===== config.mk =====
export PLATFORM = sky130hd
export DESIGN_NAME = bus_read_master
export DESIGN_NICKNAME = d
export VERILOG_FILES = /design/src/design/rdbus_pkg.sv /design/src/design/bus_read_master.sv /design/src/design/rd_fifo.sv
export SDC_FILE = /design/constraint.sdc
export NUM_CORES = 1
export LEC_CHECK = 0
export ABC_AREA = 1
export BUFFER_PORTS_ARGS = -buffer_cell sky130_fd_sc_hd__buf_2
export CAP_MARGIN = 20
export CORE_MARGIN = 1.5
export CORE_UTILIZATION = 62
export CTS_CLUSTER_SIZE = 40
export DETAILED_ROUTE_END_ITERATION = 8
export PLACE_DENSITY = 0.8
export SETUP_SLACK_MARGIN = 0.3
export SLEW_MARGIN = 30
export SYNTH_ARGS = -nofsm -noshare
export SYNTH_HDL_FRONTEND = slang
export SYNTH_SLANG_ARGS = --single-unit

===== constraint.sdc =====
create_clock -name mclk_i -period 4.1 [get_ports mclk_i]
set_clock_uncertainty 0.15 [all_clocks]
set_input_delay 0.41 -clock mclk_i [delete_from_list [all_inputs] [get_ports mclk_i]]
set_output_delay 0.41 -clock mclk_i [all_outputs]
set_load 0.1 [all_outputs]

===== src/design/rdbus_pkg.sv =====
package rdbus_pkg;

  // bus states: one mclk cycle per numbered half-clock state
  typedef enum {
    ST_IDLE,
    ST_S0,
    ST_S1,
    ST_S2,
    ST_S3,
    ST_S4,
    ST_WAIT,
    ST_S5,
    ST_S6,
    ST_VSYNC,
    ST_VXFER,
    ST_S7
  } bus_state_t;

  // address-space codes, msb first
  localparam logic [2:0] FC_USER_DATA = 3'h1;
  localparam logic [2:0] FC_USER_PROG = 3'h2;
  localparam logic [2:0] FC_SUPV_DATA = 3'h5;
  localparam logic [2:0] FC_SUPV_PROG = 3'h6;
  localparam logic [2:0] FC_INT_ACK = 3'h7;

  // clock figures
  localparam int MCLK_PERIOD_NS = 20;
  localparam int STATES_PER_CLK = 2;
  // wait states come in pairs of half-clock states
  localparam int WAIT_PAIR = STATES_PER_CLK;

  // peripheral enable: six clocks low, four clocks high
  localparam int E_LOW_CLKS = 6;
  localparam int E_HIGH_CLKS = 4;
  localparam int E_LOW_CYC = E_LOW_CLKS * STATES_PER_CLK;
  localparam int E_PERIOD_CYC = (E_LOW_CLKS + E_HIGH_CLKS) * STATES_PER_CLK;
  localparam int E_CNT_W = $clog2(E_PERIOD_CYC);
  localparam logic [E_CNT_W-1:0] E_LAST = E_CNT_W'(E_PERIOD_CYC - 1);
  localparam logic [E_CNT_W-1:0] E_HIGH_START = E_CNT_W'(E_LOW_CYC);
  localparam logic [E_CNT_W-1:0] E_CNT_RESET = '0;

  // read data word: autovector flag above 16 data bits
  localparam int DATA_W = 16;
  localparam int WORD_W = DATA_W + 1;
  localparam int FIFO_DEPTH = 32;

  // reserved codes are never placed on the bus
  function automatic logic fc_legal(input logic [2:0] fc);
    return (fc == FC_USER_DATA) || (fc == FC_USER_PROG) ||
      (fc == FC_SUPV_DATA) || (fc == FC_SUPV_PROG) ||
      (fc == FC_INT_ACK);
  endfunction : fc_legal

endpackage : rdbus_pkg

===== src/design/bus_read_master.sv =====
// Functional notes
// RL1 - space codes: 001,010,101,110,111 only; 000,011,100 never driven
// RL2 - space code outputs stay valid whenever address strobe is asserted
// RL3 - slow peripheral flags itself; transfer follows enable, not acknowledge
// RL4 - peripheral flag during interrupt acknowledge means autovector, no bus fetch
// RL5 - memory-address-valid asserts only after peripheral flag, synced to enable
// RL6 - strobes, acknowledge, peripheral flags active low; read/write high reads
// RL7 - address, strobes, read/write, codes, valid-address are three-state
// RL8 - byte read: address bit zero picks upper strobe, one picks lower
// RL9 - word reads assert both byte strobes together
// RL10 - state 0: address floats, space code driven, read/write high
// RL11 - state 1: address bus driven
// RL12 - state 2: address strobe and required byte strobes asserted
// RL13 - slave decodes address, drives data and acknowledge together
// RL14 - no control output changes during states 3 and 4
// RL15 - late acknowledge: wait states replace states 5 and 6 (here waits go between S4 and S5; S5 and S6 still run)
// RL16 - data bus captured into holding register at end of state 6
// RL17 - state 7 negates strobes; address, read/write, codes stay valid
// RL18 - slave removes data and acknowledge within one clock of negation
// RL19 - slave stays selected while address strobe is asserted
// RL20 - upper strobe covers data 15..8, lower covers data 7..0
// RL21 - acknowledge seen during read: data latched, cycle terminated
// RL22 - each state is half a clock; waits come in whole-clock pairs
`timescale 1ns/1ps
module bus_read_master #(
  parameter int ADDR_W = 24,
  parameter int FIFO_DEPTH = rdbus_pkg::FIFO_DEPTH
) (
  input wire logic mclk_i,
  input wire logic rst_b_i,
  // read requests from the core
  input wire logic req_valid_i,
  output logic req_ready_o,
  input wire logic [ADDR_W-1:0] req_addr_i,
  input wire logic [2:0] req_space_i,
  input wire logic req_byte_i,
  // read results
  output logic rd_valid_o,
  input wire logic rd_ready_i,
  output logic [rdbus_pkg::DATA_W-1:0] rd_data_o,
  output logic rd_autovec_o,
  // bus pins
  output logic [ADDR_W-2:0] word_address_o,
  output logic word_address_oe_o,
  input wire logic [rdbus_pkg::DATA_W-1:0] data_lines_i,
  output logic space_code_bit0_o,
  output logic space_code_bit1_o,
  output logic space_code_bit2_o,
  output logic space_code_oe_o,
  output logic rd_wr_n_o,
  output logic rd_wr_oe_o,
  output logic addr_strobe_n_o,
  output logic addr_strobe_oe_o,
  output logic upper_byte_strobe_n_o,
  output logic upper_byte_strobe_oe_o,
  output logic lower_byte_strobe_n_o,
  output logic lower_byte_strobe_oe_o,
  input wire logic xfer_ack_n_i,
  input wire logic slow_periph_select_in_n_i,
  output logic mem_addr_valid_out_n_o,
  output logic mem_addr_valid_out_oe_o,
  output logic periph_enable_o
);
  rdbus_pkg::bus_state_t state_reg, state_next;
  logic [ADDR_W-1:0] addr_reg, addr_next;
  logic [2:0] space_reg, space_next;
  logic byte_reg, byte_next;
  logic [rdbus_pkg::DATA_W-1:0] hold_reg, hold_next;
  logic autovec_reg, autovec_next;
  logic slow_seen_reg, slow_seen_next;
  logic wait_ph_reg, wait_ph_next;
  logic [rdbus_pkg::E_CNT_W-1:0] e_cnt_reg, e_cnt_next;
  logic fifo_in_ready, fifo_push;
  logic active, strobes_on, ack_seen, slow_seen;
  logic [rdbus_pkg::DATA_W-1:0] bus_word;

  // active-low sampled pins turned into plain flags
  assign ack_seen = !xfer_ack_n_i; // [RL6]
  assign slow_seen = !slow_periph_select_in_n_i; // [RL6]

  // result buffer; only one cycle is ever in flight, so a free slot
  // at request time guarantees room for its word
  rd_fifo #(
    .WIDTH(rdbus_pkg::WORD_W),
    .DEPTH(FIFO_DEPTH)
  ) rd_fifo_inst (
    .mclk_i(mclk_i),
    .rst_b_i(rst_b_i),
    .in_valid_i(fifo_push),
    .in_ready_o(fifo_in_ready),
    .in_data_i({autovec_reg, hold_reg}),
    .out_valid_o(rd_valid_o),
    .out_ready_i(rd_ready_i),
    .out_data_o({rd_autovec_o, rd_data_o})
  );

  assign fifo_push = (state_reg == rdbus_pkg::ST_S7);

  // reserved space codes are refused at the door, never driven
  assign req_ready_o = (state_reg == rdbus_pkg::ST_IDLE) && fifo_in_ready &&
    rdbus_pkg::fc_legal(req_space_i); // [RL1]

  // free-running enable for slow peripherals
  always_comb begin
    e_cnt_next = (e_cnt_reg == rdbus_pkg::E_LAST) ? '0 : e_cnt_reg + 1'b1;
  end

  assign periph_enable_o = (e_cnt_reg >= rdbus_pkg::E_HIGH_START);

  // received byte moved into the low lane; words pass whole
  always_comb begin
    bus_word = data_lines_i;
    if (byte_reg) begin
      if (addr_reg[0]) begin
        bus_word = {8'h00, data_lines_i[7:0]}; // [RL20]
      end else begin
        bus_word = {8'h00, data_lines_i[15:8]}; // [RL20]
      end
    end
  end

  // bus state sequence and per-cycle context
  always_comb begin
    state_next = state_reg;
    addr_next = addr_reg;
    space_next = space_reg;
    byte_next = byte_reg;
    hold_next = hold_reg;
    autovec_next = autovec_reg;
    slow_seen_next = slow_seen_reg;
    wait_ph_next = 1'b0;
    case (state_reg)
      rdbus_pkg::ST_IDLE: begin
        if (req_valid_i && req_ready_o) begin
          addr_next = req_addr_i;
          space_next = req_space_i;
          byte_next = req_byte_i;
          autovec_next = 1'b0;
          slow_seen_next = 1'b0;
          state_next = rdbus_pkg::ST_S0;
        end
      end
      rdbus_pkg::ST_S0: state_next = rdbus_pkg::ST_S1; // [RL22]
      rdbus_pkg::ST_S1: state_next = rdbus_pkg::ST_S2;
      rdbus_pkg::ST_S2: state_next = rdbus_pkg::ST_S3;
      rdbus_pkg::ST_S3: state_next = rdbus_pkg::ST_S4;
      rdbus_pkg::ST_S4, rdbus_pkg::ST_WAIT: begin
        // decision falls at the end of S4 or of each whole wait pair
        if (state_reg == rdbus_pkg::ST_WAIT && !wait_ph_reg) begin
          wait_ph_next = 1'b1; // [RL22]
        end else if (ack_seen) begin
          state_next = rdbus_pkg::ST_S5; // [RL21]
        end else if (slow_seen) begin
          slow_seen_next = 1'b1; // [RL3]
          state_next = rdbus_pkg::ST_VSYNC;
        end else begin
          state_next = rdbus_pkg::ST_WAIT; // [RL15]
        end
      end
      rdbus_pkg::ST_S5: state_next = rdbus_pkg::ST_S6;
      rdbus_pkg::ST_S6: begin
        hold_next = bus_word; // [RL16]
        state_next = rdbus_pkg::ST_S7;
      end
      rdbus_pkg::ST_VSYNC: begin
        // line up with the start of an enable low phase
        if (e_cnt_reg == rdbus_pkg::E_LAST) begin
          state_next = rdbus_pkg::ST_VXFER; // [RL5]
        end
      end
      rdbus_pkg::ST_VXFER: begin
        // transfer completes as enable falls
        if (e_cnt_reg == rdbus_pkg::E_LAST) begin
          if (space_reg == rdbus_pkg::FC_INT_ACK) begin
            hold_next = '0; // [RL4]
            autovec_next = 1'b1; // [RL4]
          end else begin
            hold_next = bus_word; // [RL3]
          end
          state_next = rdbus_pkg::ST_S7;
        end
      end
      rdbus_pkg::ST_S7: state_next = rdbus_pkg::ST_IDLE;
      default: state_next = rdbus_pkg::ST_IDLE;
    endcase
  end

  always_ff @(posedge mclk_i or negedge rst_b_i) begin
    if (!rst_b_i) begin
      state_reg <= rdbus_pkg::ST_IDLE;
      addr_reg <= '0;
      space_reg <= rdbus_pkg::FC_USER_DATA;
      byte_reg <= 1'b0;
      hold_reg <= '0;
      autovec_reg <= 1'b0;
      slow_seen_reg <= 1'b0;
      wait_ph_reg <= 1'b0;
      e_cnt_reg <= rdbus_pkg::E_CNT_RESET;
    end else begin
      state_reg <= state_next;
      addr_reg <= addr_next;
      space_reg <= space_next;
      byte_reg <= byte_next;
      hold_reg <= hold_next;
      autovec_reg <= autovec_next;
      slow_seen_reg <= slow_seen_next;
      wait_ph_reg <= wait_ph_next;
      e_cnt_reg <= e_cnt_next;
    end
  end

  // pin decode; everything floats while no cycle runs
  assign active = (state_reg != rdbus_pkg::ST_IDLE);
  assign strobes_on = active && (state_reg != rdbus_pkg::ST_S0) &&
    (state_reg != rdbus_pkg::ST_S1) && // [RL14]
    (state_reg != rdbus_pkg::ST_S7); // [RL17]

  assign space_code_oe_o = active; // [RL7] [RL2]
  assign space_code_bit0_o = space_reg[0]; // [RL1]
  assign space_code_bit1_o = space_reg[1];
  assign space_code_bit2_o = space_reg[2];
  // read/write held high from state 0 to the end of state 7
  assign rd_wr_oe_o = active; // [RL10]
  assign rd_wr_n_o = 1'b1; // [RL10]
  // address floats in state 0 and is driven from state 1
  assign word_address_oe_o = active && (state_reg != rdbus_pkg::ST_S0);
  assign word_address_o = addr_reg[ADDR_W-1:1]; // [RL11]
  // strobe pins stay driven through state 7 so the negation is seen
  assign addr_strobe_oe_o = active; // [RL7]
  assign addr_strobe_n_o = !strobes_on; // [RL12]
  assign upper_byte_strobe_oe_o = active;
  assign lower_byte_strobe_oe_o = active;
  assign upper_byte_strobe_n_o = !(strobes_on &&
    (!byte_reg || !addr_reg[0])); // [RL8] [RL9]
  assign lower_byte_strobe_n_o = !(strobes_on &&
    (!byte_reg || addr_reg[0])); // [RL8] [RL9]
  assign mem_addr_valid_out_oe_o = active; // [RL7]
  assign mem_addr_valid_out_n_o = !(state_reg == rdbus_pkg::ST_VXFER);

  // one whole enable period with valid-address low, then released
  localparam int VMA_LAST = rdbus_pkg::E_PERIOD_CYC - 1;
endmodule : bus_read_master


===== src/design/rd_fifo.sv =====
`timescale 1ns/1ps
module rd_fifo #(
  parameter int WIDTH = 17,
  parameter int DEPTH = 32
) (
  input wire logic mclk_i,
  input wire logic rst_b_i,
  input wire logic in_valid_i,
  output logic in_ready_o,
  input wire logic [WIDTH-1:0] in_data_i,
  output logic out_valid_o,
  input wire logic out_ready_i,
  output logic [WIDTH-1:0] out_data_o
);
  localparam int AW = (DEPTH > 1) ? $clog2(DEPTH) : 1;
  localparam int CW = $clog2(DEPTH + 1);

  logic [WIDTH-1:0] mem [DEPTH];
  logic [AW-1:0] wr_ptr_reg, wr_ptr_next;
  logic [AW-1:0] rd_ptr_reg, rd_ptr_next;
  logic [CW-1:0] count_reg, count_next;
  logic out_valid_reg, out_valid_next;
  logic [WIDTH-1:0] out_data_reg, out_data_next;
  logic push, pop;

  // full is honest: the output stage only refills from storage
  assign in_ready_o = (count_reg != CW'(DEPTH));
  assign out_valid_o = out_valid_reg;
  assign out_data_o = out_data_reg;
  assign push = in_valid_i && in_ready_o;
  assign pop = (count_reg != '0) && (!out_valid_reg || out_ready_i);

  // pointer, count and output-stage next values
  always_comb begin
    wr_ptr_next = wr_ptr_reg;
    rd_ptr_next = rd_ptr_reg;
    count_next = count_reg;
    out_valid_next = out_valid_reg;
    out_data_next = out_data_reg;
    if (push) begin
      wr_ptr_next = (wr_ptr_reg == AW'(DEPTH - 1)) ? '0 : wr_ptr_reg + 1'b1;
    end
    if (pop) begin
      rd_ptr_next = (rd_ptr_reg == AW'(DEPTH - 1)) ? '0 : rd_ptr_reg + 1'b1;
      out_data_next = mem[rd_ptr_reg];
      out_valid_next = 1'b1;
    end else if (out_ready_i) begin
      out_valid_next = 1'b0;
    end
    if (push && !pop) begin
      count_next = count_reg + 1'b1;
    end else if (pop && !push) begin
      count_next = count_reg - 1'b1;
    end
  end

  // storage write; read data leave through a register
  always_ff @(posedge mclk_i) begin
    if (push) begin
      mem[wr_ptr_reg] <= in_data_i;
    end
  end

  always_ff @(posedge mclk_i or negedge rst_b_i) begin
    if (!rst_b_i) begin
      wr_ptr_reg <= '0;
      rd_ptr_reg <= '0;
      count_reg <= '0;
      out_valid_reg <= 1'b0;
      out_data_reg <= '0;
    end else begin
      wr_ptr_reg <= wr_ptr_next;
      rd_ptr_reg <= rd_ptr_next;
      count_reg <= count_next;
      out_valid_reg <= out_valid_next;
      out_data_reg <= out_data_next;
    end
  end

endmodule : rd_fifo


==> impl_metrics.yaml <==
routing:
  wl_met2_mm: 33.1
  routed_wirelength_mm: 69.4
  wire_per_inst_um: 20.5
  dr.pass1.iters: 7
  drt_iter0_markers: 2460
  antenna_left: 0
  via_per_inst: 5.78
  wl_met3_mm: 7.44
  num_vias: 19600
  wl_met1_mm: 25.1
  drc_errors: 0
  top_layer_used: "met4"
setup_path:
  worstSetupEndpointType: "flip-flop"
  cp_max_fo: 12
  cp-endpoint: "rd_fifo_inst.count_reg[5]"
  cpMaxStageDelayCell: "dfrtp_1"
  crit_path_cell_trace: "nor2_2 > inv_1 > nor2_2 > nand2_1 > inv_2 > ha_1 > inv_1 > ha_1 > nand3_1 > nand2_1 > nand2_1 > a21oi_1 > xor2_1 > nand2_1 > nand2_1"
  r2r_cells: 15
  worstSetupPathType: "flip-flop to flip-flop"
  reg2reg_to: "rd_fifo_inst.count_reg[5]"
  regToRegStartpoint: "state_reg[2]"
  critPathLaunch: "state_reg[2]"
  arrival_ns: 3.39
  critical_path.max_stage_delay_ns: 0.42
  startpoint_type: "flip-flop"
  cp_common_cell: "nand2_1"
  r2r_slack_ns: 1.11
  critPathRequiredTime_ns: 4.50
cts:
  cts-resized-gates: 0
  path_clk_slew_ns: 0.06
  post_cts_buffers: 0
  cts_hold_buf: 37
  ctsHtreeMaxLevel: 2
  clock_path_buffers: 3
  clock-sinks: 633
  clockRootBuffer: "clkbuf_16"
  cts_made_buffers: 61
  cts_tree: "done"
  clk-insertion-delay-late_ns: 0.62
layout:
  fillCellCount: 2830
  fin_cells: 3385
  syn2layout_area_growth_pct: 12.0
  layout_commonest_cell: "nand2_1"
  drive_gt1_share_pct: 10.7
  nNetsFinal: 2814
  multiInputGateArea_um2: 6940
  final_cell_mix: "nand2_1 (1031), edfxtp_1 (544), nand3_1 (368)"
  regArea_um2: 18600
  largest_register_ffs: 544
  final_area_um2: 30600
sta:
  max_freq_ghz: 0.334
  timing.hold.ws_ns: 0.0233
  setup_viol: 0
  finalHoldViolCount: 0
  fin_crit_sh_pct: 73.0
  tightest_slew_ns: 1.03
  slew_violations: 0
  slew_headroom_pct: 31.5
  min_period_ns: 2.99
  final.setup.tns_ns: 0
  rsz0062_at_grt: "false"
global_route:
  track_usage_pct: 31.2
  grt_pass1_wl_mm: 106
  grt_max_degree: 216
  antenna_found_initial: 0
  grt_overflow: 0
  grt_pass1_vias: 19000
die:
  core_area_um2: 43300
  fp.dieH_um: 213
  initial_utilization_pct: 63.2
  die-area_um2: 45400
  io_pins: 108
  num_rows: 76
  die_w_um: 213
synth:
  synth_top_family_by_area: "simple AND/OR/NAND/NOR gates"
  syn_nets: 2705
  synth.distinct_cells: 37
  syn_inst: 2639
  synth_fa_ha_area_share_pct: 0.759
  synth-compound-area-share_pct: 1.51
  synth_area_um2: 27400
  synthSimpleGateAreaFrac_pct: 22.7
  synth_seq_cells: 633
  synth_xor_area_share_pct: 0.256
  post_synth_mux_area_share_pct: 0
  syn_avg_cell_area_um2: 10.4
  ys_seq_area_share_pct: 67.9
  ys_warn_count: 0
placement:
  dp_hpwl_mm: 38.3
  gp_congestion: 0.924
  io_buffers: 106
  dpl_cell_area_um2: 28200
  post-place-cells: 3233
power:
  p_per_area_nw_per_um2: 787
  peakVddDrop_mv: 1.66
  p_leak_nw: 13.0
outcome:
  outcome: "completed"
min_path:
  min-delay-path-class: "input port to flip-flop"
  holdPathStages: 5
job:
  cap_violations: 0
[per-stage QoR]
step                setup WS (ns)  power, mW  utilization, %
floorplan                    1.01       15.9               -
global placement             1.25       18.0            65.2
detailed placement           1.17       18.3            65.3
CTS                          1.14       23.9            70.8
global route                0.804       25.1            70.8
finish                       1.11       24.1            70.8
[where the power goes]
group | switching, mW | internal [mW]
Combinational | 7.42 | 2.12
Sequential | 0.674 | 8.28
Clock | 2.32 | 3.32
[cell usage after synthesis, drive strengths merged]
cell	number	area, um^2
o211ai	5	37.5
nor3	7	40.0
or2	1	6.26
buf	142	940
inv	230	868
edfxtp	544	16300
nor2	94	388
o22ai	1	12.5
clkbuf	20	75.1
xnor2	4	35.0
o21a	1	7.51
a21oi	23	115
fa	1	20.0
nand2	1036	3910
nand4	3	18.8
dfstp	1	26.3
dfrtp	88	2200
conb	1	3.75
o21ai	45	225
nand3	369	1850
ha	15	188
xor2	4	35.0
a31oi	1	6.26
o221ai	1	8.76
clkinv	2	7.51
[critical path: cells and delay by family (launching register included)]
| kind | cells | cell delay (ns) |
|---|---|---|
| fa+ha+maj | 2 | 0.60 |
| simple gates | 8 | 0.94 |
| xor+xnor | 1 | 0.16 |
| compound gates | 1 | 0.16 |
| buf+inv | 3 | 0.50 |
| flops | 1 | 0.42 |
[final cells by class]
| type | count | share of cell area [%] |
|---|---|---|
| antenna | 1 | 0.00817 |
| clock buffer | 90 | 5.84 |
| clock inverter | 24 | 0.804 |
| inverter | 232 | 2.88 |
| multi-input combinational | 1612 | 22.6 |
| sequential | 633 | 60.6 |
| tap | 585 | 2.39 |
| timing repair buffer | 208 | 4.80 |
[cells by family after synthesis]
| kind of cell | Yosys count |
|---|---|
| other | 1 |
| xor gates and xnor gates | 8 |
| adders and majority gates | 16 |
| buffers and inverters | 394 |
| DFF | 633 |
| and+or+nand+nor | 1510 |
| AOI/OAI and AO/OA | 77 |
[per-layer routing]
| layer | vias up | GRT usage, % |
|---|---|---|
| met2 | 1258 | 50.6 |
| met4 | 0 | 16.2 |
| met1 | 9210 | 40.3 |
| met5 | - | 0 |
| met3 | 252 | 5.99 |
| li1 | 8849 | - |
[how the worst min path moves through the flow]
stage / from / to / slack, ns
finish: data_lines_i[8] / hold_reg[8] / 0.02
detailed placement: wait_ph_reg / wait_ph_reg / 0.26
floorplan: rst_b_i / addr_reg[0] / -0.04
global placement: wait_ph_reg / wait_ph_reg / 0.27
global route: data_lines_i[8] / hold_reg[8] / 0.04
CTS: data_lines_i[12] / hold_reg[12] / 0.001
Power figures use the tool's default switching activity.
